===== src/design/dual_timer_pkg.sv =====
// Functional notes
// - Timer mode advances an enabled counter once every 2 system clocks.
// - When enabled, output pin toggles timer0 overflows divided by 64.
// - Each channel count lives in a low byte and a high byte.
// - Hardware sets overflow flag bit 7 (timer1) or bit 5 (timer0).
// - Overflow flag clears when the processor vectors into that interrupt.
// - Run bit 6 (timer1) or bit 4 (timer0): 0 stops, 1 runs.
// - Gating bit set: count only while gate pin high and run bit set.
// - Count select 0 picks two-clock base; 1 counts count-pin falling edges.
// - Mode 00: high byte 8-bit counter behind 5-bit prescaler in low byte.
// - Mode 01: low and high bytes form one 16-bit counter.
// - Mode 10: low byte counts, reloads from high byte on overflow.
// - Mode 11 stops either channel regardless of run bit.
package dual_timer_pkg;
  localparam logic [7:0] ADDR_TIMER_CONTROL = 8'h88;
  localparam logic [7:0] ADDR_TIMER_MODE_SELECT = 8'h89;
  localparam logic [7:0] ADDR_TIMER0_LOW_BYTE = 8'h8A;
  localparam logic [7:0] ADDR_TIMER1_LOW_BYTE = 8'h8B;
  localparam logic [7:0] ADDR_TIMER0_HIGH_BYTE = 8'h8C;
  localparam logic [7:0] ADDR_TIMER1_HIGH_BYTE = 8'h8D;
  localparam logic [7:0] ADDR_PIN_CONTROL = 8'hA6;
  localparam logic [7:0] RESET_BYTE = 8'h00;
  localparam int CTRL_TF1_BIT = 7;
  localparam int CTRL_TR1_BIT = 6;
  localparam int CTRL_TF0_BIT = 5;
  localparam int CTRL_TR0_BIT = 4;
  localparam int PIN_DIV64_EN_BIT = 0;
  // Per-channel field offsets inside the mode byte (channel 1 adds 4)
  localparam int MODE_GATE_BIT = 3;
  localparam int MODE_SEL_BIT = 2;
  localparam int MODE_FIELD_LSB = 0;
  localparam int MODE_CHAN_STRIDE = 4;
  localparam int TICK_DIV = 2;
  localparam int DIV64_TOGGLE = 32;
  localparam logic [4:0] PRESCALE_MAX = 5'h1F;
  typedef enum logic [1:0] {
    MODE_PRESCALED = 2'b00,
    MODE_SIXTEEN = 2'b01,
    MODE_RELOAD = 2'b10,
    MODE_STOPPED = 2'b11
  } timer_mode_t;
endpackage


===== src/design/dual_timer_counter.sv =====
module dual_timer_counter
  import dual_timer_pkg::*;
(
  input wire logic sys_clk,
  input wire logic arst_n,
  input wire logic [7:0] addr,
  input wire logic [7:0] wdata,
  input wire logic write_strobe,
  input wire logic read_strobe,
  output logic [7:0] rdata,
  input wire logic timer0_vector_ack,
  input wire logic timer1_vector_ack,
  input wire logic ext_gate_pin_zero,
  input wire logic ext_gate_pin_one,
  input wire logic timer0_count_pin,
  input wire logic timer1_count_pin,
  output logic timer0_div64_out,
  output logic timer0_overflow_flag,
  output logic timer1_overflow_flag
);
  logic rst_meta;
  logic rst_n;
  logic [7:0] timer_control;
  logic [7:0] timer_mode_select;
  logic [7:0] pin_control;
  logic tick;
  logic [5:0] div_count;
  logic [7:0] low_byte [2];
  logic [7:0] high_byte [2];
  logic [1:0] overflow;
  logic [1:0] vector_ack;
  logic [1:0] gate_pins;
  logic [1:0] count_pins;
  logic [7:0] next_control;
  logic [7:0] next_mode;
  logic [7:0] next_pin_control;
  logic next_tick;
  logic [5:0] next_div_count;
  logic next_div64;
  logic [7:0] next_rdata;
  logic wr_ctrl;

  always_ff @(posedge sys_clk or negedge arst_n) begin
    if (!arst_n) begin
      rst_meta <= 1'b0;
      rst_n <= 1'b0;
    end else begin
      rst_meta <= 1'b1;
      rst_n <= rst_meta;
    end
  end

  assign vector_ack = {timer1_vector_ack, timer0_vector_ack};
  assign gate_pins = {ext_gate_pin_one, ext_gate_pin_zero};
  assign count_pins = {timer1_count_pin, timer0_count_pin};
  assign wr_ctrl = write_strobe && addr == ADDR_TIMER_CONTROL;

  genvar ch;
  generate
    for (ch = 0; ch < 2; ch++) begin : g_chan
      localparam int MB = ch * MODE_CHAN_STRIDE;
      localparam logic [7:0] LOW_ADDR = ch ? ADDR_TIMER1_LOW_BYTE : ADDR_TIMER0_LOW_BYTE;
      localparam logic [7:0] HIGH_ADDR = ch ? ADDR_TIMER1_HIGH_BYTE : ADDR_TIMER0_HIGH_BYTE;
      timer_channel u_chan (
        .sys_clk(sys_clk),
        .rst_n(rst_n),
        .run(timer_control[ch ? CTRL_TR1_BIT : CTRL_TR0_BIT]),
        .gating(timer_mode_select[MB + MODE_GATE_BIT]),
        .count_select(timer_mode_select[MB + MODE_SEL_BIT]),
        .mode(timer_mode_t'(timer_mode_select[MB + MODE_FIELD_LSB +: 2])),
        .tick(tick),
        .gate_pin(gate_pins[ch]),
        .count_pin(count_pins[ch]),
        .low_write(write_strobe && addr == LOW_ADDR),
        .high_write(write_strobe && addr == HIGH_ADDR),
        .wdata(wdata),
        .low_byte(low_byte[ch]),
        .high_byte(high_byte[ch]),
        .overflow(overflow[ch])
      );
    end
  endgenerate

  always_comb begin
    next_control = timer_control;
    next_mode = timer_mode_select;
    next_pin_control = pin_control;
    if (wr_ctrl) begin
      next_control = wdata;
    end
    if (write_strobe && addr == ADDR_TIMER_MODE_SELECT) begin
      next_mode = wdata;
    end
    if (write_strobe && addr == ADDR_PIN_CONTROL) begin
      next_pin_control = wdata;
    end
    if (vector_ack[0]) begin
      next_control[CTRL_TF0_BIT] = 1'b0;
    end
    if (vector_ack[1]) begin
      next_control[CTRL_TF1_BIT] = 1'b0;
    end
    // Hardware set wins over any clear in the same cycle
    if (overflow[0]) begin
      next_control[CTRL_TF0_BIT] = 1'b1;
    end
    if (overflow[1]) begin
      next_control[CTRL_TF1_BIT] = 1'b1;
    end
  end

  always_comb begin
    next_tick = (tick == 1'b0);
    next_div_count = div_count;
    next_div64 = timer0_div64_out;
    if (!pin_control[PIN_DIV64_EN_BIT]) begin
      next_div_count = 6'h00;
      next_div64 = 1'b0;
    end else if (overflow[0]) begin
      if (div_count == 6'(DIV64_TOGGLE - 1)) begin
        next_div_count = 6'h00;
        next_div64 = ~timer0_div64_out;
      end else begin
        next_div_count = div_count + 6'h01;
      end
    end
  end

  always_comb begin
    next_rdata = 8'h00;
    if (read_strobe) begin
      unique case (addr)
        ADDR_TIMER_CONTROL: next_rdata = timer_control;
        ADDR_TIMER_MODE_SELECT: next_rdata = timer_mode_select;
        ADDR_TIMER0_LOW_BYTE: next_rdata = low_byte[0];
        ADDR_TIMER1_LOW_BYTE: next_rdata = low_byte[1];
        ADDR_TIMER0_HIGH_BYTE: next_rdata = high_byte[0];
        ADDR_TIMER1_HIGH_BYTE: next_rdata = high_byte[1];
        ADDR_PIN_CONTROL: next_rdata = pin_control;
        default: next_rdata = 8'h00;
      endcase
    end
  end

  always_ff @(posedge sys_clk or negedge rst_n) begin
    if (!rst_n) begin
      timer_control <= RESET_BYTE;
      timer_mode_select <= RESET_BYTE;
      pin_control <= RESET_BYTE;
      tick <= 1'b0;
      div_count <= 6'h00;
      timer0_div64_out <= 1'b0;
      rdata <= 8'h00;
    end else begin
      timer_control <= next_control;
      timer_mode_select <= next_mode;
      pin_control <= next_pin_control;
      tick <= next_tick;
      div_count <= next_div_count;
      timer0_div64_out <= next_div64;
      rdata <= next_rdata;
    end
  end

  assign timer0_overflow_flag = timer_control[CTRL_TF0_BIT];
  assign timer1_overflow_flag = timer_control[CTRL_TF1_BIT];

  // Time base and timer0 overflow spacing
  a_tick_alternates: assert property (@(posedge sys_clk) disable iff (!rst_n)
    tick
    |=> !tick ##1 tick)
    else $error("time base not every 2 clocks");
  a_ov0_single: assert property (@(posedge sys_clk) disable iff (!rst_n)
    overflow[0]
    |=> !overflow[0])
    else $error("timer0 overflow on two cycles in a row");

  // Overflow flags
  a_flag_set: assert property (@(posedge sys_clk) disable iff (!rst_n)
    overflow[0]
    |=> timer0_overflow_flag)
    else $error("timer0 flag not set");
  a_flag1_set: assert property (@(posedge sys_clk) disable iff (!rst_n)
    overflow[1]
    |=> timer1_overflow_flag)
    else $error("timer1 flag not set");
  a_flag_clear: assert property (@(posedge sys_clk) disable iff (!rst_n)
    (timer0_vector_ack && !overflow[0])
    |=> !timer0_overflow_flag)
    else $error("timer0 flag not cleared");
  a_flag1_clear: assert property (@(posedge sys_clk) disable iff (!rst_n)
    (timer1_vector_ack && !overflow[1])
    |=> !timer1_overflow_flag)
    else $error("timer1 flag not cleared");
  a_flag0_holds: assert property (@(posedge sys_clk) disable iff (!rst_n)
    (!timer0_vector_ack && !overflow[0] && !wr_ctrl)
    |=> $stable(timer0_overflow_flag))
    else $error("timer0 flag changed without cause");
  a_flag1_holds: assert property (@(posedge sys_clk) disable iff (!rst_n)
    (!timer1_vector_ack && !overflow[1] && !wr_ctrl)
    |=> $stable(timer1_overflow_flag))
    else $error("timer1 flag changed without cause");
  a_ov0_needs_run: assert property (@(posedge sys_clk) disable iff (!rst_n)
    overflow[0]
    |-> $past(timer_control[CTRL_TR0_BIT]))
    else $error("timer0 overflowed while stopped");
  a_ov1_needs_run: assert property (@(posedge sys_clk) disable iff (!rst_n)
    overflow[1]
    |-> $past(timer_control[CTRL_TR1_BIT]))
    else $error("timer1 overflowed while stopped");

  // Register writes
  a_run0_holds: assert property (@(posedge sys_clk) disable iff (!rst_n)
    !wr_ctrl
    |=> $stable(timer_control[CTRL_TR0_BIT]))
    else $error("timer0 run bit changed without write");
  a_run1_holds: assert property (@(posedge sys_clk) disable iff (!rst_n)
    !wr_ctrl
    |=> $stable(timer_control[CTRL_TR1_BIT]))
    else $error("timer1 run bit changed without write");
  a_ctrl_write: assert property (@(posedge sys_clk) disable iff (!rst_n)
    (wr_ctrl && !timer0_vector_ack && !timer1_vector_ack && overflow == 2'b00)
    |=> (timer_control == $past(wdata)))
    else $error("control write lost");
  a_mode_write: assert property (@(posedge sys_clk) disable iff (!rst_n)
    (write_strobe && addr == ADDR_TIMER_MODE_SELECT)
    |=> (timer_mode_select == $past(wdata)))
    else $error("mode write lost");
  a_mode_holds: assert property (@(posedge sys_clk) disable iff (!rst_n)
    !(write_strobe && addr == ADDR_TIMER_MODE_SELECT)
    |=> $stable(timer_mode_select))
    else $error("mode changed without write");
  a_pin_write: assert property (@(posedge sys_clk) disable iff (!rst_n)
    (write_strobe && addr == ADDR_PIN_CONTROL)
    |=> (pin_control == $past(wdata)))
    else $error("pin control write lost");
  a_pin_holds: assert property (@(posedge sys_clk) disable iff (!rst_n)
    !(write_strobe && addr == ADDR_PIN_CONTROL)
    |=> $stable(pin_control))
    else $error("pin control changed without write");

  // Read path
  a_rdata_idle: assert property (@(posedge sys_clk) disable iff (!rst_n)
    !read_strobe
    |=> (rdata == 8'h00))
    else $error("read data not zero outside a read");
  a_read_control: assert property (@(posedge sys_clk) disable iff (!rst_n)
    (read_strobe && addr == ADDR_TIMER_CONTROL)
    |=> (rdata == $past(timer_control)))
    else $error("control read wrong");
  a_read_mode: assert property (@(posedge sys_clk) disable iff (!rst_n)
    (read_strobe && addr == ADDR_TIMER_MODE_SELECT)
    |=> (rdata == $past(timer_mode_select)))
    else $error("mode read wrong");
  a_read_t0_low: assert property (@(posedge sys_clk) disable iff (!rst_n)
    (read_strobe && addr == ADDR_TIMER0_LOW_BYTE)
    |=> (rdata == $past(low_byte[0])))
    else $error("timer0 low byte read wrong");
  a_read_t1_low: assert property (@(posedge sys_clk) disable iff (!rst_n)
    (read_strobe && addr == ADDR_TIMER1_LOW_BYTE)
    |=> (rdata == $past(low_byte[1])))
    else $error("timer1 low byte read wrong");
  a_read_t0_high: assert property (@(posedge sys_clk) disable iff (!rst_n)
    (read_strobe && addr == ADDR_TIMER0_HIGH_BYTE)
    |=> (rdata == $past(high_byte[0])))
    else $error("timer0 high byte read wrong");
  a_read_t1_high: assert property (@(posedge sys_clk) disable iff (!rst_n)
    (read_strobe && addr == ADDR_TIMER1_HIGH_BYTE)
    |=> (rdata == $past(high_byte[1])))
    else $error("timer1 high byte read wrong");
  a_read_pin: assert property (@(posedge sys_clk) disable iff (!rst_n)
    (read_strobe && addr == ADDR_PIN_CONTROL)
    |=> (rdata == $past(pin_control)))
    else $error("pin control read wrong");

  // Divided output
  a_div_off: assert property (@(posedge sys_clk) disable iff (!rst_n)
    !pin_control[PIN_DIV64_EN_BIT]
    |=> !timer0_div64_out)
    else $error("divided output active while disabled");
  a_div_range: assert property (@(posedge sys_clk) disable iff (!rst_n)
    rst_n
    |-> (div_count < 6'(DIV64_TOGGLE)))
    else $error("divider count out of range");
  a_div_toggle: assert property (@(posedge sys_clk) disable iff (!rst_n)
    (pin_control[PIN_DIV64_EN_BIT] && overflow[0] && div_count == 6'(DIV64_TOGGLE - 1))
    |=> (timer0_div64_out != $past(timer0_div64_out)))
    else $error("divided output missed its toggle");
  a_div_hold: assert property (@(posedge sys_clk) disable iff (!rst_n)
    (pin_control[PIN_DIV64_EN_BIT] && !overflow[0])
    |=> $stable(timer0_div64_out))
    else $error("divided output moved without overflow");
  a_div_step: assert property (@(posedge sys_clk) disable iff (!rst_n)
    (pin_control[PIN_DIV64_EN_BIT] && overflow[0] && div_count != 6'(DIV64_TOGGLE - 1))
    |=> (div_count == $past(div_count) + 6'h01))
    else $error("divider count did not step");

  // Main scenarios
  c_flag0: cover property (@(posedge sys_clk) disable iff (!rst_n) $rose(timer0_overflow_flag));
  c_flag1: cover property (@(posedge sys_clk) disable iff (!rst_n) $rose(timer1_overflow_flag));
  c_div_out: cover property (@(posedge sys_clk) disable iff (!rst_n) $rose(timer0_div64_out));
endmodule


===== src/design/timer_channel.sv =====
module timer_channel
  import dual_timer_pkg::*;
(
  input wire logic sys_clk,
  input wire logic rst_n,
  input wire logic run,
  input wire logic gating,
  input wire logic count_select,
  input wire dual_timer_pkg::timer_mode_t mode,
  input wire logic tick,
  input wire logic gate_pin,
  input wire logic count_pin,
  input wire logic low_write,
  input wire logic high_write,
  input wire logic [7:0] wdata,
  output logic [7:0] low_byte,
  output logic [7:0] high_byte,
  output logic overflow
);
  logic pin_meta;
  logic pin_sync;
  logic pin_prev;
  logic fall;
  logic enabled;
  logic step;
  logic [7:0] next_low;
  logic [7:0] next_high;
  logic next_overflow;

  assign fall = pin_prev & ~pin_sync;
  assign enabled = run & (~gating | gate_pin) & (mode != MODE_STOPPED);
  assign step = enabled & (count_select ? fall : tick);

  always_comb begin
    next_low = low_byte;
    next_high = high_byte;
    next_overflow = 1'b0;
    if (step) begin
      unique case (mode)
        MODE_PRESCALED: begin
          if (low_byte[4:0] == PRESCALE_MAX) begin
            next_low = {low_byte[7:5], 5'h00};
            next_high = high_byte + 8'h01;
            next_overflow = (high_byte == 8'hFF);
          end else begin
            next_low = low_byte + 8'h01;
          end
        end
        MODE_SIXTEEN: begin
          {next_high, next_low} = {high_byte, low_byte} + 16'h0001;
          next_overflow = ({high_byte, low_byte} == 16'hFFFF);
        end
        MODE_RELOAD: begin
          if (low_byte == 8'hFF) begin
            next_low = high_byte;
            next_overflow = 1'b1;
          end else begin
            next_low = low_byte + 8'h01;
          end
        end
        MODE_STOPPED: begin
          next_overflow = 1'b0;
        end
      endcase
    end
    if (low_write) begin
      next_low = wdata;
    end
    if (high_write) begin
      next_high = wdata;
    end
  end

  always_ff @(posedge sys_clk or negedge rst_n) begin
    if (!rst_n) begin
      pin_meta <= 1'b1;
      pin_sync <= 1'b1;
      pin_prev <= 1'b1;
      low_byte <= RESET_BYTE;
      high_byte <= RESET_BYTE;
      overflow <= 1'b0;
    end else begin
      pin_meta <= count_pin;
      pin_sync <= pin_meta;
      pin_prev <= pin_sync;
      low_byte <= next_low;
      high_byte <= next_high;
      overflow <= next_overflow;
    end
  end

  a_stop_holds: assert property (@(posedge sys_clk) disable iff (!rst_n)
    (!run && !low_write && !high_write) |=> $stable({high_byte, low_byte}))
    else $error("counter moved while stopped");
  a_sixteen_step: assert property (@(posedge sys_clk) disable iff (!rst_n)
    (step && mode == MODE_SIXTEEN && !low_write && !high_write) |=>
    ({high_byte, low_byte} == $past({high_byte, low_byte}) + 16'h0001))
    else $error("16-bit step wrong");
  a_reload_value: assert property (@(posedge sys_clk) disable iff (!rst_n)
    (step && mode == MODE_RELOAD && low_byte == 8'hFF && !low_write) |=>
    (low_byte == $past(high_byte) && overflow))
    else $error("reload wrong");
  a_stop_mode: assert property (@(posedge sys_clk) disable iff (!rst_n)
    (mode == MODE_STOPPED) |=> !overflow)
    else $error("overflow in stopped mode");
  a_gate_blocks: assert property (@(posedge sys_clk) disable iff (!rst_n)
    (gating && !gate_pin) |-> !step)
    else $error("counted with gate low");
  c_reload: cover property (@(posedge sys_clk) disable iff (!rst_n)
    step && mode == MODE_RELOAD && overflow);
  c_counter_edge: cover property (@(posedge sys_clk) disable iff (!rst_n)
    count_select && step);
endmodule


===== config.mk =====
export PLATFORM = sky130hd
export DESIGN_NAME = dual_timer_counter
export DESIGN_NICKNAME = d
export VERILOG_FILES = /design/src/design/dual_timer_pkg.sv /design/src/design/dual_timer_counter.sv /design/src/design/timer_channel.sv
export SDC_FILE = /design/constraint.sdc
export NUM_CORES = 1
export LEC_CHECK = 0
export ABC_CLOCK_PERIOD_IN_PS = 3200
export CAP_MARGIN = 40
export CORE_MARGIN = 4
export CORE_UTILIZATION = 47
export CTS_CLUSTER_DIAMETER = 120
export DETAILED_ROUTE_END_ITERATION = 12
export DONT_BUFFER_PORTS = 1
export PLACE_DENSITY_LB_ADDON = 0.1
export SYNTH_ARGS = -nofsm -noshare
export SYNTH_HDL_FRONTEND = slang
export SYNTH_SLANG_ARGS = --single-unit

===== constraint.sdc =====
create_clock -name sys_clk -period 3.2 [get_ports sys_clk]
set_input_delay 0 -clock sys_clk [delete_from_list [all_inputs] [get_ports sys_clk]]
set_output_delay 0 -clock sys_clk [all_outputs]
set_load 0.01 [all_outputs]

==> metrics.yaml <==
grt_pass1_vias: 3925
via_per_inst: 6.24
clock_path_buffers: 2
die_h_um: 110
tightestPinTransition_ns: 0.778
postCtsSetupBuffers: 0
synth.avg_cell_area_um2: 10.3
seq_area_um2: 2060
arrival_ns: 2.82
clkSlewWorstSetupHoldPaths_ns: 0.08
crit_chain: "ha_1 > nand3_1 > inv_1 > ha_1 > mux2i_1 > a2111oi_4 > nand4_1 > xnor2_1 > mux2_2"
track_usage: 0.250
drv_cap: 0
r2r-start: "g_chan[0].u_chan.low_byte[0]"
drt_iter0_markers: 283
layout_common_cells: "dfrtp_1, nand2_1, o21ai_0"
grt_max_degree: 59
cp.depth: 9
n_antenna_cell: 0
critPathSlowestCell: "a2111oi_4"
reg2reg_depth: 9
critPathRequiredTime_ns: 3.45
critPathLaunch: "g_chan[0].u_chan.low_byte[0]"
netlist_area_um2: 4920
gp_congestion: 0.940
slew_headroom: 0.482
critPathMaxStageDelay_ns: 0.53
syn_to_final_growth_pct: 10.6
die_area_um2: 12200
slew_violations: 0
grt_overflow: 0
crit_family: "compound AO/OA/AOI/OAI gates"
hold_viol: 0
rsz0062_at_grt: "no"
root_buffer: "clkbuf_8"
ir_drop_mv: 0.232
htreeDepth: 3
syn_inst: 479
cts_sinks: 82
drcViolationCount: 0
fin_crit_ns: 2.57
final_cells: 641
status: "finished clean"
ys_ff_latch: 82
numCtsBuffers: 9
numPortBuffers: 0
finalSetupViolCount: 0
nets: 542
antenna_found_initial: 0
ys_seq_area_frac: 0.419
core_area_um2: 10300
dpl_worst_slack_ns: 0.665
n_fill_cell: 941
place_hpwl_mm: 10.1
cp_max_fo: 8
multi_input_area_um2: 2720
synth_nets: 520
fin_crit_sh: 0.804
ff2ff_setup_slack_ns: 0.63
grt_pass1_wl_mm: 22.4
ios: 37
layout.cells.most_common: "dfrtp_1"
async_reset_ff_frac: 1.00
hp-class: "in -> reg"
initial_core_util: 0.478
tritoncts: "done"
r2r-end: "g_chan[0].u_chan.high_byte[7]"
placedCellCount: 606
routedWlPerCell_um: 22.2
clkLatencyLatePin_ns: 0.37
crit_path_end: "g_chan[0].u_chan.high_byte[7]"
row_count: 37
yosysWarnings: 0
ys.flop_type: "dfrtp_1"
cp_common_cell: "ha_1"
num_vias: 3998
finalSetupTns_ns: 0
timing.final.ws_setup_ns: 0.627
whs_path_depth: 4
ant_nets: 0
p_leak_nw: 2.23
routed_wl_mm: 14.2
start_kind: "register"
skew_ns: 0.00940
synth_edf_count: 0
drt_pass1_iterations: 7
drive_gt1_frac: 0.143
fmax_mhz: 389
ys_types: 60
crit_buf_inv: 1
worstSetupPathType: "reg -> reg"
power.density_nw_per_um2: 452
die_x_um: 110
critPathCaptureType: "register"
-- cell families (layout without fill, tap and decap cells) --
kind of cell	after synthesis	after routing	share of synthesized area
muxes	44	44	0.118
AOI/OAI and AO/OA	116	116	0.161
other	1	1	0.000763
adders and majority gates	15	15	0.0382
DFF	82	82	0.419
xor gates and xnor gates	26	26	0.0463
and+or+nand+nor	166	166	0.189
buffers and inverters	29	55	0.0275
-- registers in the layout (all words and copies together) (netlist names) --
signal	flops
g_chan.u_chan.high_byte	16
g_chan.u_chan.low_byte	16
pin_control	8
rdata	8
timer_control	8
timer_mode_select	8
div_count	6
g_chan.u_chan.overflow	2
g_chan.u_chan.pin_meta	2
g_chan.u_chan.pin_prev	2
g_chan.u_chan.pin_sync	2
rst_meta	1
rst_n	1
tick	1
timer0_div64_out	1
-- stage by stage --
stage	total power (W)	utilization	hold slack, ns	area (um^2)
final	0.00246	0.529	0.0323	5440
after global routing	0.00257	0.529	0.0412	5440
after CTS	0.00246	0.529	0.00873	5440
after detailed placement	0.00166	0.491	-0.296	5050
after global placement	0.00166	0.491	-0.296	5050
after floorplan	0.00155	-	-0.296	4920
-- power breakdown --
part	switching, W	total (W)	internal (W)	leakage [nW]
clock	0.000382	0.000761	0.000379	0.0897
combinational	0.000194	0.000391	0.000197	1.06
sequential	0.000177	0.00130	0.00113	1.08
-- how the worst min path moves through the flow --
stage | slack (ns) | startpoint | to
floorplan | -0.30 | arst_n | rst_meta
global placement | -0.30 | arst_n | rst_meta
detailed placement | -0.30 | arst_n | rst_meta
CTS | 0.009 | read_strobe | rdata[5]
global route | 0.04 | addr[0] | rdata[7]
finish | 0.03 | addr[2] | rdata[1]
-- final cells by class --
cell class	instances	area share
Clock buffer	13	0.0274
Clock inverter	2	0.00691
Inverter	15	0.0104
Multi-Input combinational cell	368	0.501
Sequential cell	82	0.380
Tap cell	136	0.0313
Timing Repair Buffer	25	0.0437
-- worst min-delay path, stage by stage --
cell and delay (ns):
inv_1 0.05, nand4_1 0.09, a211o_1 0.15, a21oi_1 0.07
-- what timing repair did --
action / in CTS / in global routing
endpoints found under the hold margin: 68 / 0
hold buffers: 20 / 0
resized for setup: 0 / 0
-- routing by layer --
metal  GRT usage  vias up  share of wire
li1            -     1829              -
met1       0.331     1924           0.42
met2       0.380      188           0.45
met3      0.0577       57          0.074
met4       0.139        0          0.050
met5           0        -              0
-- cell usage after synthesis (9+ instances only) --
cell type / instances / share of area
a22oi_1: 10 / 0.015
nand4_1: 11 / 0.014
o21ai_0: 32 / 0.033
a21oi_1: 23 / 0.023
xnor2_1: 9 / 0.016
xor2_1: 17 / 0.030
nand2b_1: 9 / 0.011
and2_1: 10 / 0.013
dfrtp_1: 76 / 0.39
ha_1: 15 / 0.038
nand2_1: 44 / 0.034
inv_1: 15 / 0.011
nor2_1: 22 / 0.017
mux2_2: 30 / 0.069
nand3_1: 23 / 0.023
(Power assumes the default switching activity.)
